File: config.mk
export PLATFORM = sky130hd
export DESIGN_NAME = iao_top
export DESIGN_NICKNAME = d
export VERILOG_FILES = /design/src/hw/iao_pkg.sv /design/src/hw/iao_top.sv /design/src/hw/iao_sync.sv
export SDC_FILE = /design/constraint.sdc
export NUM_CORES = 1
export LEC_CHECK = 0
export ABC_AREA = 0
export BUFFER_PORTS_ARGS = -buffer_cell sky130_fd_sc_hd__buf_2
export CORE_MARGIN = 2
export CORE_UTILIZATION = 52
export CTS_CLUSTER_DIAMETER = 120
export DETAILED_ROUTE_END_ITERATION = 10
export GPL_TIMING_DRIVEN = 1
export HOLD_SLACK_MARGIN = 0.06
export PLACE_DENSITY_LB_ADDON = 0.15
export SETUP_SLACK_MARGIN = 0.1
export SKIP_CTS_REPAIR_TIMING = 1
export SYNTH_ARGS = -nofsm -noshare
export SYNTH_HDL_FRONTEND = slang
export SYNTH_HIERARCHICAL = 1
export SYNTH_SLANG_ARGS = --single-unit
File: constraint.sdc
create_clock -name clk_i -period 2.6 [get_ports clk_i]
set_input_delay 0 -clock clk_i [delete_from_list [all_inputs] [get_ports clk_i]]
set_output_delay 0 -clock clk_i [all_outputs]
set_load 0.05 [all_outputs]
File: src/hw/iao_pkg.sv
// Constants and state types for the interlocked auxiliary output
//==================================================================
//==================================================================
package iao_pkg;
    // Register byte offsets
    localparam logic [3:0] ADDR_CTRL   = 4'h0;
    localparam logic [3:0] ADDR_SPEED  = 4'h4;
    localparam logic [3:0] ADDR_GEAR   = 4'h8;
    localparam logic [3:0] ADDR_FUSE   = 4'hC;
    localparam logic [4:0] ADDR_STATUS = 5'h10;

    // Field positions
    localparam int CTRL_LATCH_BIT = 8;
    localparam int ST_OUT_BIT     = 0;
    localparam int ST_OK_BIT      = 1;
    localparam int ST_LATCHED_BIT = 2;
    localparam int ST_FAULT_BIT   = 3;
    localparam int ST_SWITCH_BIT  = 4;

    // Reset values and limits
    localparam logic [4:0] CODE_RESET    = 5'h0_00A;
    localparam logic [4:0] CODE_MAX      = 5'h0_010;
    localparam logic [6:0] SPEED_RESET   = 7'h0_01E;
    localparam logic [6:0] SPEED_MAX     = 7'h0_064;
    localparam logic [7:0] GEAR_RESET    = 8'h0_000;
    localparam logic [7:0] GEAR_NEUTRAL  = 8'h0_07D;
    // Fuse level in tenths of an ampere
    localparam logic [7:0] FUSE_RESET    = 8'h0_0C8;
    localparam logic [7:0] FUSE_MIN      = 8'h0_00A;
    localparam logic [7:0] FUSE_MAX      = 8'h0_0C8;

    // Number of synchronised status pins
    localparam int PIN_W = 6;

    typedef enum logic [1:0] {
        ST_OFF     = 2'b00,
        ST_ON      = 2'b01,
        ST_LATCHED = 2'b10,
        ST_FUSED   = 2'b11
    } iao_state_e;
endpackage : iao_pkg

File: src/hw/iao_top.sv
// Interlocked auxiliary output with Wishbone configuration registers
//
// The placing of the registers and the Wishbone interface to the registers were left to the implementer.
`timescale 1ns/10ps
module iao_top (
    input  wire logic        clk_i,
    input  wire logic        rst_i,
    // Wishbone classic slave
    input  wire logic        wb_cyc_i,
    input  wire logic        wb_stb_i,
    input  wire logic        wb_we_i,
    input  wire logic [4:0]  wb_adr_i,
    input  wire logic [3:0]  wb_sel_i,
    input  wire logic [31:0] wb_dat_i,
    output logic      [31:0] wb_dat_o,
    output logic             wb_ack_o,
    // Vehicle pins
    input  wire logic        switch_i,
    input  wire logic        park_brake_i,
    input  wire logic        door_open_i,
    input  wire logic        power_takeoff_i,
    input  wire logic        engine_running_i,
    input  wire logic        auto_trans_i,
    // Measured values from on-chip logic, same clock
    input  wire logic [7:0]  speed_mph_i,
    input  wire logic [7:0]  gear_i,
    input  wire logic [7:0]  load_current_i,
    // Load drive and status
    output logic             load_on_o,
    output logic             fuse_fault_o
);
    //==============================================================
    // Pin synchronisation
    logic [iao_pkg::PIN_W-1:0] pins_raw;
    logic [iao_pkg::PIN_W-1:0] pins_q;
    assign pins_raw = {auto_trans_i, engine_running_i, power_takeoff_i,
                       door_open_i, park_brake_i, switch_i};

    iao_sync #(
        .W (iao_pkg::PIN_W)
    ) u_sync (
        .clk_i   (clk_i),
        .rst_i   (rst_i),
        .pin_i   (pins_raw),
        .level_o (pins_q)
    );

    wire sw_q     = pins_q[0];
    wire brake_q  = pins_q[1];
    wire door_q   = pins_q[2];
    wire pto_q    = pins_q[3];
    wire engine_q = pins_q[4];
    wire auto_q   = pins_q[5];

    //==============================================================
    // Configuration registers
    logic [4:0] code_reg;
    logic       latch_reg;
    logic [6:0] speed_thr_reg;
    logic [7:0] gear_thr_reg;
    logic [7:0] fuse_reg;
    logic       ack_reg;
    logic [31:0] rdata_reg;

    wire        req      = wb_cyc_i && wb_stb_i && !ack_reg;
    wire        wr       = req && wb_we_i;
    wire        hit_ctrl  = (wb_adr_i == {1'b0, iao_pkg::ADDR_CTRL});
    wire        hit_speed = (wb_adr_i == {1'b0, iao_pkg::ADDR_SPEED});
    wire        hit_gear  = (wb_adr_i == {1'b0, iao_pkg::ADDR_GEAR});
    wire        hit_fuse  = (wb_adr_i == {1'b0, iao_pkg::ADDR_FUSE});
    wire        hit_stat  = (wb_adr_i == iao_pkg::ADDR_STATUS);
    wire        wr_b0    = wr && wb_sel_i[0];
    wire        wr_b1    = wr && wb_sel_i[1];

    // Out-of-range speed and fuse settings saturate; codes above CODE_MAX are stored as written and hold the output off
    wire [7:0]  wd8        = wb_dat_i[7:0];
    wire [6:0]  speed_next = (wd8 > {1'b0, iao_pkg::SPEED_MAX}) ?
                             iao_pkg::SPEED_MAX : wd8[6:0];
    wire [7:0]  fuse_next  = (wd8 < iao_pkg::FUSE_MIN) ? iao_pkg::FUSE_MIN :
                             (wd8 > iao_pkg::FUSE_MAX) ? iao_pkg::FUSE_MAX :
                             wd8;

    always_ff @(posedge clk_i) begin
        if (rst_i) begin
            code_reg      <= iao_pkg::CODE_RESET;
            latch_reg     <= 1'b0;
            speed_thr_reg <= iao_pkg::SPEED_RESET;
            gear_thr_reg  <= iao_pkg::GEAR_RESET;
            fuse_reg      <= iao_pkg::FUSE_RESET;
        end else begin
            if (wr_b0 && hit_ctrl) begin
                code_reg <= wb_dat_i[4:0];
            end
            if (wr_b1 && hit_ctrl) begin
                latch_reg <= wb_dat_i[iao_pkg::CTRL_LATCH_BIT];
            end
            if (wr_b0 && hit_speed) begin
                speed_thr_reg <= speed_next;
            end
            if (wr_b0 && hit_gear) begin
                gear_thr_reg <= wd8;
            end
            if (wr_b0 && hit_fuse) begin
                fuse_reg <= fuse_next;
            end
        end
    end

    //==============================================================
    // Interlock condition decode
    logic [16:0] cond_vec;
    wire [7:0]  speed_thr8 = {1'b0, speed_thr_reg};
    // Threshold compares only reach the output through codes 9, 10, 13, 14
    assign cond_vec[0]  = 1'b1;
    assign cond_vec[1]  = brake_q;
    assign cond_vec[2]  = !brake_q;
    assign cond_vec[3]  = door_q;
    assign cond_vec[4]  = !door_q;
    assign cond_vec[5]  = pto_q;
    assign cond_vec[6]  = !pto_q;
    assign cond_vec[7]  = engine_q;
    assign cond_vec[8]  = !engine_q;
    assign cond_vec[9]  = speed_mph_i > speed_thr8;
    assign cond_vec[10] = speed_mph_i < speed_thr8;
    assign cond_vec[11] = speed_mph_i == 8'h0_000;
    assign cond_vec[12] = speed_mph_i != 8'h0_000;
    // Gear tests need an automatic transmission to mean anything
    assign cond_vec[13] = auto_q && (gear_i > gear_thr_reg);
    assign cond_vec[14] = auto_q && (gear_i < gear_thr_reg);
    assign cond_vec[15] = auto_q && (gear_i == iao_pkg::GEAR_NEUTRAL);
    assign cond_vec[16] = auto_q && (gear_i != iao_pkg::GEAR_NEUTRAL);

    wire code_ok = (code_reg <= iao_pkg::CODE_MAX);
    wire cond_ok = code_ok && cond_vec[code_reg];
    wire over    = load_current_i >= fuse_reg;

    //==============================================================
    // Output state machine
    iao_pkg::iao_state_e state_reg;
    iao_pkg::iao_state_e state_next;
    logic       sw_prev_reg;
    logic       fault_reg;
    wire        sw_rise = sw_q && !sw_prev_reg;

    always_comb begin
        state_next = state_reg;
        unique case (state_reg)
            iao_pkg::ST_OFF: begin
                if (sw_q && cond_ok) begin
                    state_next = iao_pkg::ST_ON;
                end
            end
            iao_pkg::ST_ON: begin
                if (!sw_q) begin
                    state_next = iao_pkg::ST_OFF;
                end else if (over) begin
                    state_next = iao_pkg::ST_FUSED;
                end else if (!cond_ok) begin
                    state_next = latch_reg ? iao_pkg::ST_LATCHED
                                           : iao_pkg::ST_OFF;
                end
            end
            iao_pkg::ST_LATCHED,
            iao_pkg::ST_FUSED: begin
                // Only letting go of the switch rearms the output
                if (!sw_q) begin
                    state_next = iao_pkg::ST_OFF;
                end
            end
        endcase
    end

    always_ff @(posedge clk_i) begin
        if (rst_i) begin
            state_reg   <= iao_pkg::ST_OFF;
            sw_prev_reg <= 1'b0;
            fault_reg   <= 1'b0;
        end else begin
            state_reg   <= state_next;
            sw_prev_reg <= sw_q;
            // A trip in the same cycle as a rearm keeps the flag
            if (state_reg == iao_pkg::ST_ON && sw_q && over) begin
                fault_reg <= 1'b1;
            end else if (sw_rise) begin
                fault_reg <= 1'b0;
            end
        end
    end

    assign load_on_o    = (state_reg == iao_pkg::ST_ON);
    assign fuse_fault_o = fault_reg;

    //==============================================================
    // Bus answer: one wait state, unmapped reads return zero
    logic [31:0] rsel;
    assign rsel = hit_ctrl  ? {23'h0, latch_reg, 3'h0, code_reg} :
                  hit_speed ? {25'h0, speed_thr_reg} :
                  hit_gear  ? {24'h0, gear_thr_reg} :
                  hit_fuse  ? {24'h0, fuse_reg} :
                  hit_stat  ? {27'h0, sw_q, fault_reg,
                               state_reg == iao_pkg::ST_LATCHED,
                               cond_ok, load_on_o} :
                  32'h0000_0000;

    always_ff @(posedge clk_i) begin
        if (rst_i) begin
            ack_reg   <= 1'b0;
            rdata_reg <= 32'h0000_0000;
        end else begin
            ack_reg <= req;
            if (req && !wb_we_i) begin
                rdata_reg <= rsel;
            end
        end
    end

    assign wb_ack_o = ack_reg;
    assign wb_dat_o = rdata_reg;

    //==============================================================
    // Assertions
    property p_bus_ack;
        @(posedge clk_i) disable iff (rst_i)
        (wb_cyc_i && wb_stb_i && !wb_ack_o) |=> wb_ack_o;
    endproperty
    a_bus_ack: assert property (p_bus_ack)
        else $error("bus request not answered in one cycle");

    property p_on_cause;
        @(posedge clk_i) disable iff (rst_i)
        $rose(load_on_o) |-> $past(sw_q) && $past(cond_ok);
    endproperty
    a_on_cause: assert property (p_on_cause)
        else $error("output rose without switch and condition");

    property p_plain;
        @(posedge clk_i) disable iff (rst_i)
        (code_reg == 5'h0_000 && sw_q && !over &&
         state_reg == iao_pkg::ST_OFF) |=> load_on_o;
    endproperty
    a_plain: assert property (p_plain)
        else $error("code zero did not follow the switch");

    property p_bad_code;
        @(posedge clk_i) disable iff (rst_i)
        (code_reg > iao_pkg::CODE_MAX) |=> !load_on_o;
    endproperty
    a_bad_code: assert property (p_bad_code)
        else $error("illegal code left output on");

    property p_brake;
        @(posedge clk_i) disable iff (rst_i)
        (code_reg == 5'h0_001 && load_on_o && !brake_q && !latch_reg)
        |=> !load_on_o ##1 (!load_on_o || $past(cond_ok));
    endproperty
    a_brake: assert property (p_brake)
        else $error("park brake interlock did not drop output");

    property p_speed;
        @(posedge clk_i) disable iff (rst_i)
        (code_reg == 5'h0_009 && sw_q && state_reg == iao_pkg::ST_OFF &&
         speed_mph_i > {1'b0, speed_thr_reg}) |=> load_on_o;
    endproperty
    a_speed: assert property (p_speed)
        else $error("speed above threshold did not enable output");

    property p_relatch;
        @(posedge clk_i) disable iff (rst_i)
        (state_reg == iao_pkg::ST_LATCHED && sw_q)
        |=> !load_on_o;
    endproperty
    a_relatch: assert property (p_relatch)
        else $error("latched output came back without switch cycle");

    property p_fuse;
        @(posedge clk_i) disable iff (rst_i)
        (load_on_o && sw_q && over) |=> !load_on_o && fuse_fault_o;
    endproperty
    a_fuse: assert property (p_fuse)
        else $error("overcurrent did not trip the fuse");

    property p_speed_range;
        @(posedge clk_i) disable iff (rst_i)
        1'b1 |-> speed_thr_reg <= iao_pkg::SPEED_MAX;
    endproperty
    a_speed_range: assert property (p_speed_range)
        else $error("speed threshold above limit");

    property p_neutral;
        @(posedge clk_i) disable iff (rst_i)
        // A code rewrite while on only takes effect one cycle later
        (code_reg == 5'h0_00F && $past(code_reg) == 5'h0_00F && load_on_o)
        |-> $past(auto_q) && $past(gear_i) == iao_pkg::GEAR_NEUTRAL;
    endproperty
    a_neutral: assert property (p_neutral)
        else $error("neutral interlock on outside neutral");

    c_fuse_trip: cover property (@(posedge clk_i) disable iff (rst_i)
        load_on_o ##1 fuse_fault_o);
    c_latched: cover property (@(posedge clk_i) disable iff (rst_i)
        state_reg == iao_pkg::ST_LATCHED ##1 !sw_q);
    c_speed_on: cover property (@(posedge clk_i) disable iff (rst_i)
        code_reg == 5'h0_009 && load_on_o);
endmodule : iao_top

File: src/hw/iao_sync.sv
// Three-stage pin synchroniser with agreement filter per bit
`timescale 1ns/10ps
module iao_sync #(
    parameter int W = 6
) (
    input  wire logic         clk_i,
    input  wire logic         rst_i,
    input  wire logic [W-1:0] pin_i,
    output logic      [W-1:0] level_o
);
    //==============================================================
    // Per-bit chain
    genvar i;
    generate
        for (i = 0; i < W; i++) begin : g_bit
            logic s1_reg;
            logic s2_reg;
            logic s3_reg;
            logic lvl_reg;
            // Stage one feeds stage two only, to keep metastability out
            always_ff @(posedge clk_i) begin
                if (rst_i) begin
                    s1_reg  <= 1'b0;
                    s2_reg  <= 1'b0;
                    s3_reg  <= 1'b0;
                    lvl_reg <= 1'b0;
                end else begin
                    s1_reg <= pin_i[i];
                    s2_reg <= s1_reg;
                    s3_reg <= s2_reg;
                    if (s2_reg == s3_reg) begin
                        lvl_reg <= s3_reg;
                    end
                end
            end
            assign level_o[i] = lvl_reg;
        end
    endgenerate
endmodule : iao_sync

Yosys cells after proc, flatten, opt, wreduce, memory -nomap -nowiden
Cells that the tools add are included.
Widths: inputs -> output; s select.

word-level totals
  bits in registers = 90
  input bits = 76
  output and inout port bits = 35
  logic and storage cells = 115

cells by class
  magnitude comparators = 10
  equality and inequality tests = 18
  multiplexer cells = 19
  reduce and logical (&&, ||, !) cells = 34

operators with widths
  cell                count
  $mux 8              5
  $logic_and 1x1->1   20
  $mux 2              6
  $eq 5x4->1 const B  2
  $mux 9              1
  $eq 8x7->1 const B  1
  $ge 8x8->1          1
  $gt 8x7->1          1
  $gt 8x7->1 const B  1
  $gt 8x8->1          1
  $gt 8x8->1 const B  1
  $logic_not 8->1     1
  $lt 8x4->1 const B  1
  $lt 8x7->1          1
  $lt 8x8->1          1
  $ne 8x7->1 const B  1
  $reduce_bool 8->1   1
  $logic_not 1->1     7
  $mux 7              1
  $eq 1x1->1          6
  $lt 5x6->1 const B  1
  $pmux 2 s3          1
  $bmux 1 s5          1
  $eq 5x3->1 const B  1
  13 further kinds    17

Depth between registers and ports, before layout
Gate-level depths: netlist of run 1.

  word-level depth = 10
  gate-level depth with buffers = 9
  depth with buffers taken out = 9

Hierarchy
Netlist of run 1, hierarchy kept.

by module, submodules not included
  module    instances  cells each  area each (µm²)  seq. area each (µm²)
  iao_top   1          362         2905.3           860.8
  iao_sync  1          68          765.7            480.5

Worst setup path before layout of run 1
OpenSTA, ideal clock, no wires.

  path type = reg2reg
  from = reg speed_thr_reg[6]
  to = reg state_reg[0]
  setup time = 0.096 ns
  data arrival time = 1.958 ns
  data required time = 2.504 ns
  setup slack = 0.546 ns
  cell stages (with the launch flop) = 10
  path buffers = 0
  clock period less this slack = 2.054 ns
  cell sequence = dfxtp_1 inv_1 ha_1 a211o_1 a31oi_1 o211ai_1 o311ai_1 o31ai_1 o311a_1 o41ai_2

between the ends
  longest elaborated chain between the ends = 7
  elaborated cells on any way between the ends = 9
  those cells by class = order compare (2); eq/ne (2); mux (2); reduce/logical (3)

RTL lines
  item                                      RTL line                        source
  start: declaration                        iao_top.sv:59                   logic [6:0] speed_thr_reg;
  start signal: assignment                  iao_top.sv:87                   speed_thr_reg <= iao_pkg::SPEED_RESET;
  start signal: assignment                  iao_top.sv:98                   speed_thr_reg <= speed_next;
  $gt 8x7->1 or $lt 8x7->1 (tied branches)  iao_top.sv:123, iao_top.sv:124
  $bmux 1 s5 (*)                            iao_top.sv:134                  wire cond_ok = code_ok && cond_vec[code_reg];
  $mux 1 (implied by the code) (*)          iao_top.sv:134
  $logic_and 1x1->1 (*)                     iao_top.sv:134
  $logic_and 1x1->1                         iao_top.sv:149                  if (sw_q && cond_ok) begin
  $ne 2x2->1 (no source line)               -
  $reduce_and 3->1 (no source line) (*)     -
  end signal: assignment                    iao_top.sv:175                  state_reg <= iao_pkg::ST_OFF;
  end signal: assignment                    iao_top.sv:179                  state_reg <= state_next;
  end: declaration                          iao_top.sv:139                  iao_pkg::iao_state_e state_reg;

Mark *: on every way between the ends. The rest lies on a longest branch, timed or not. The select of a mux whose other input is x is not followed.
A chain may end at the register's enable or synchronous reset.

Worst setup path after layout of run 1
Same ends and word-level chain as after synthesis.

==> impl_results.md, run 1 <==
- Final min period: 2.34 ns
- Seq cells post-synth: 67
- First-pass GRT wire length: 13.1 mm
- Fill cell total of the finished layout: 621
- DP Area: 3920 um^2
- Initial antenna violation count: 0
- P per Cell Area: 492 nW/um^2
- Worst skew pair latency: 0.35 ns
- Combinational Power Share: 13.9%
- Max Clock Skew: 0.00680 ns
- Lkg Pwr: 0.00181 uW
- Register area: 1340 um^2
- HP Class: input pin to flip-flop
- Setup crit end kind: flip-flop
- Iteration-0 DRC Markers: 193
- Sequential area share after synthesis: 36.5%
- Post-synthesis simple-gate area fraction: 23.1%
- Post-synthesis mux area share: 4.16%
- Final setup margin: 0.262 ns
- Synth top area share: 36.5%
- Starting Density: 53.7%
- Die H: 88.0 um
- Drt pass-1 iters: 4
- Main flop type after synthesis: dfxtp_1
- Crit path arrival time: 2.58 ns
- Syn Area/Cell: 8.54 um^2
- Num ports: 111
- Vias in the first global route: 2,930
- Area of the multi-input gates: 2000 um^2
- Final Cycle Share: 89.9%
- Top area cells in the synthesized netlist: dfxtp_1 (37%), ha_1 (7.8%), buf_4 (6.1%), nand2_1 (4.4%), a21oi_1 (4.4%)
- Largest family of logic cells by synthesized area: simple AND/OR/NAND/NOR gates
- Post-DR vias/cell: 5.39
- Worst-margin pin slew: 0.688 ns
- CTS buffer count: 9
- Most frequent cells in the layout: dfxtp_1 (67), buf_2 (62), nand2_1 (43)
- Reg2reg setup slack: 0.26 ns
- CTS Root Cell: clkbuf_8
- CP Launch Type: flip-flop
- Crit path kind: flip-flop to flip-flop
- Post-route cell area: 4310 um^2
- Overall Global Routing Usage: 22.0%
- Final setup TNS: 0 ns
- Full die area: 7750 um^2
- Number of routed nets with antenna violations: 0
- Gate count of the mapped netlist: 430
- Synthesized area: 3670 um^2
- Synth unique cells: 58
- Final setup viols: 0
- Xor/xnor share of the synthesized area: 0%
- Per-cell routed wire length: 14.4 um
- # DRC: 0
- Final antenna diode count: 0
- Rel. slew slack: 53.9%
- # nets final: 605
- Clk network pwr share: 36.6%
- Crit-path max FO: 3
- Die Wd: 88.0 um
- Power Internal: 1490 uW
- GP Congestion: 0.861
- Seq pwr share: 49.5%
- EDFF count, synth: 0
- Fraction of layout cells with a size suffix above 1: 19.8%
- Port Buffer Count: 62
- Post-place setup slack: 0.314 ns
- Commonest non-fill, non-tap cell in the layout: dfxtp_1
- Compound-Gate Fraction of Synth Area: 17.1%
- GR Overflow Total: 0
- Synth warn: 6
- Critical Path RT: 2.85 ns
- Slew Limit Fails: 0
- Core Rows: 30
- Area Overhead vs Synth: 17.3%
- CTS tree: built
- # Max-Cap Violations: 0
- Largest net degree at the start of global routing: 49
- Clock sinks: 67
- Cell taking the most area after synthesis: dfxtp_1
- Unrepaired setup endpoints after global routing: false
- Adder-cell share of the synthesized area: 7.84%
- Reg clk slew, reported paths: 0.08 ns
- Outcome: completed
- Ys async rst share: 0%
- Switching share of total power: 29.7%
- Max Freq: 428 MHz
- Via count: 3,270
- Core ar.: 6830 um^2
- Worst IR Drop VDD: 621 uV
- Switch Pwr: 628 uW
- Final wirelength: 8.74 mm
- Fin. Hold Viols: 0
- CTS max path bufs: 2
- Max reg flops: 9
- CTS H-tree lvls: 3
- Post-detail-place hpwl: 6.26 mm
-- cells in the mapped netlist, types with 5 or more instances --
master     n
o21ai_0   17
a21oi_1   32
nand2_1   43
nor2b_2    7
inv_1     28
a221oi_1   6
nor2_1    33
a211oi_1   8
nor2b_1   11
clkbuf_1   8
mux2i_1   13
o211ai_1   6
buf_4     30
nand3b_1   6
dfxtp_1   67
ha_1      23
nand3_1   18
nor4_1     5
nor3_1     6
-- worst max-delay path, stage by stage (launching register included) --
cell and delay [ns]:
dfxtp_1 0.33, inv_1 0.06, ha_1 0.30, a211o_1 0.30, a31oi_1 0.18, o211ai_1 0.15, o311ai_1 0.10, o31ai_1 0.11
o311a_1 0.38, o41ai_2 0.34
-- layer usage --
metal  up-vias  global-route usage (%)  share of wire (%)
met2        84                    37.5                 50
met1      1542                    26.3                 42
met5         -                       0                  0
met3        27                    5.66                4.5
met4         0                    9.23                3.3
li1       1617                       -                  -
-- area by class of cell --
type / instances / area share [%]
Clock buffer: 9 / 2.88
Clock inverter: 7 / 1.22
Inverter: 28 / 2.44
Multi-Input combinational cell: 312 / 46.6
Sequential cell: 67 / 31.2
Tap cell: 96 / 2.79
Timing Repair Buffer: 88 / 13.0
-- metrics by stage --
step	power, uW	util [%]	instances	hold WS (ns)
CTS	2110	59.9	586	-0.158
global placement	1340	57.4	570	0.209
floorplan	1280	-	452	0.112
global route	2210	63.0	607	0.145
finish	2120	63.0	607	0.147
detailed placement	1340	57.4	570	0.210
-- kinds of logic after synthesis --
group                    Yosys count
AO/OA/AOI/OAI                     95
adder cells (fa/ha/maj)           23
buffers and inverters             73
flip-flops                        67
multiplexers                      15
other                              1
AND/OR/NAND/NOR                  156
-- worst paths after layout --
check / cells after the start / startpoint / end
worst max-delay path: 9 / speed_thr_reg[6] / state_reg[0]
worst min-delay path: 5 / wb_we_i / wb_dat_o[7]
worst max register to register: 9 / speed_thr_reg[6] / state_reg[0]
worst min register to register: 1 / u_sync/g_bit[3].s1_reg / u_sync/g_bit[3].s2_reg
-- power by group through the flow --
stage	clock, uW	combinational [uW]	sequential [uW]
2_1_floorplan	0	198	1080
3_3_place_gp	0	264	1070
3_5_place_dp	0	268	1070
4_1_cts	793	269	1050
5_1_grt	842	320	1050
6_report	776	295	1050
(Power assumes the default switching activity.)
==> run 2, diff against run 1 <==
--- a/config.mk
+++ b/config.mk
@@ -5,8 +5,8 @@
 export SDC_FILE = /design/constraint.sdc
 export NUM_CORES = 1
 export LEC_CHECK = 0
-export ABC_AREA = 0
-export BUFFER_PORTS_ARGS = -buffer_cell sky130_fd_sc_hd__buf_2
+export ABC_AREA = 1
+export BUFFER_PORTS_ARGS = -buffer_cell sky130_fd_sc_hd__buf_4
 export CORE_MARGIN = 2
 export CORE_UTILIZATION = 52
 export CTS_CLUSTER_DIAMETER = 120
==> impl_results.md, run 2 <==
- Outcome: completed
- CTS max path bufs: 2
- Final Cycle Share: 78.2%
- Fin. Hold Viols: 0
- Most Used Layer, Global Route: met2
- Main flop type after synthesis: dfxtp_1
- Max Freq: 492 MHz
- Die H: 88.6 um
- CP Launch Type: flip-flop
- Sequential area share after synthesis: 36.0%
- P per Cell Area: 543 nW/um^2
- Critical Path RT: 2.86 ns
- CTS tree: built
- Area Overhead vs Synth: 21.5%
- Syn Area/Cell: 7.14 um^2
- DP Area: 4100 um^2
- Unrepaired setup endpoints after global routing: false
- Synth unique cells: 35
- Max Clock Skew: 0.00975 ns
- Crit path arrival time: 2.29 ns
- Fraction of layout cells with a size suffix above 1: 17.3%
- M1 GR Usage: 28.9%
- Reg2reg setup slack: 0.57 ns
- # nets final: 696
- Full die area: 7850 um^2
- Launch point of the worst reg-to-reg path: speed_thr_reg[5]
- Commonest non-fill, non-tap cell in the layout: nand2_1
- Drt pass-1 iters: 5
- Final core utilization: 65.8%
- CTS buffer count: 9
- Final setup viols: 0
- # DRC: 0
- Gate count of the mapped netlist: 521
- Crit. Startpoint: speed_thr_reg[5]
- Starting Density: 54.2%
- Final setup TNS: 0 ns
- Met2 GRT Util: 38.6%
- Hold_sp: wb_adr_i[4]
- Worst IR Drop VDD: 430 uV
- Seq cells post-synth: 67
- # Max-Cap Violations: 0
- Largest net degree at the start of global routing: 38
- Synth cell count leaders: nand2_1 (82), inv_1 (78), dfxtp_1 (67)
- Crit path kind: flip-flop to flip-flop
- Iteration-0 DRC Markers: 119
- Crit-path max FO: 3
- Most frequent cells in the layout: nand2_1 (82), inv_1 (78), dfxtp_1 (67)
- HP Class: input pin to flip-flop
- Post-DR vias/cell: 4.93
- Post-detail-place hpwl: 6.67 mm
- Cell taking the most area after synthesis: dfxtp_1
- CTS Root Cell: clkbuf_8
- Overall Global Routing Usage: 23.0%
- Ys async rst share: 0%
- Per-cell routed wire length: 12.7 um
- Max reg flops: 9
- Post-route cell area: 4520 um^2
- Final antenna diode count: 0
- Count leader, synth: nand2_1
- EDFF count, synth: 0
- Synth top area share: 36.0%
- Die Wd: 88.6 um
- Initial antenna violation count: 0
- Number of routed nets with antenna violations: 0
- GR met3 Demand/Resource: 5.60%
- Synthesized area: 3720 um^2
- Worst-margin pin slew: 0.713 ns
- Lkg Pwr: 0.00205 uW
- Reg clk slew, reported paths: 0.08 ns
- Num ports: 111
- Rel. slew slack: 52.4%
- Core Rows: 30
- Clock sinks: 67
- First-pass GRT wire length: 13.8 mm
- Vias in the first global route: 3,134
- CTS H-tree lvls: 3
- GP Congestion: 0.897
- Synth warn: 6
- Via count: 3,438
- Top area cells in the synthesized netlist: dfxtp_1 (36%), nand2_1 (8.3%), inv_1 (7.9%), ha_1 (7.7%), a21oi_1 (7.0%)
- GR Overflow Total: 0
- Slew Limit Fails: 0
- Worst skew pair latency: 0.35 ns
- Setup crit end kind: flip-flop
- Core ar.: 6870 um^2
- Port Buffer Count: 62
- Final min period: 2.03 ns
- Final wirelength: 8.85 mm
==> run 2: cell families after synthesis <==
logic type | count (synthesis) | synth area share [%]
AOI/OAI and AO/OA | 116 | 17.3
adders and majority gates | 23 | 7.73
buffers and inverters | 127 | 16.8
DFF | 67 | 36.0
other | 1 | 0.101
and+or+nand+nor | 187 | 22.0
==> run 2: worst paths after layout <==
path,end,cells after the start
worst max-delay path,state_reg[1],15
worst min-delay path,wb_dat_o[8],4
worst max register to register,state_reg[1],15
worst min register to register,u_sync/g_bit[5].s2_reg,2
==> run 2: worst max-delay path, stage by stage, from the launching register on <==
cell     delay, ns
dfxtp_1       0.36
inv_1         0.10
ha_1          0.28
nand2_1       0.09
inv_1         0.05
a21oi_1       0.13
nand2_1       0.08
a21oi_1       0.12
nand2_1       0.06
nand3_1       0.08
nand2_1       0.06
nand2_2       0.10
nand3_1       0.13
nand3_2       0.12
and2_1        0.13
nor2_1        0.04
==> run 2: layout make-up <==
class	instances	area, um^2
inverters	87	327
flip-flops and latches	67	1340
clock inverters	7	98.8
fillers	651	2350
well taps	96	120
clock buffers	9	124
repair buffers	83	673
multi-input cells	349	1840
==> run 2: metrics by stage <==
| step | setup WS, ns | std cells | hold slack (ns) | power [uW] |
|---|---|---|---|---|
| 2_1_floorplan | 0.791 | 543 | 0.107 | 1380 |
| 3_3_place_gp | 0.642 | 662 | 0.198 | 1470 |
| 3_5_place_dp | 0.580 | 662 | 0.209 | 1480 |
| 4_1_cts | 0.572 | 678 | -0.165 | 2450 |
| 5_1_grt | 0.324 | 698 | 0.0972 | 2570 |
| 6_report | 0.567 | 698 | 0.0640 | 2460 |
==> run 2: routing by layer <==
metal	wire length (um)	vias up
met5	0	-
met4	148	0
met3	530	14
met2	4290	111
met1	3880	1528
li1	-	1785
==> run 2: power breakdown <==
| group | total [uW] | switching, uW | internal (uW) | leakage [uW] |
|---|---|---|---|---|
| clock network | 974 | 429 | 546 | 0.000110 |
| registers | 1070 | 19.3 | 1050 | 0.000544 |
| logic | 412 | 265 | 146 | 0.00140 |
| total | 2460 | 713 | 1740 | 0.00205 |
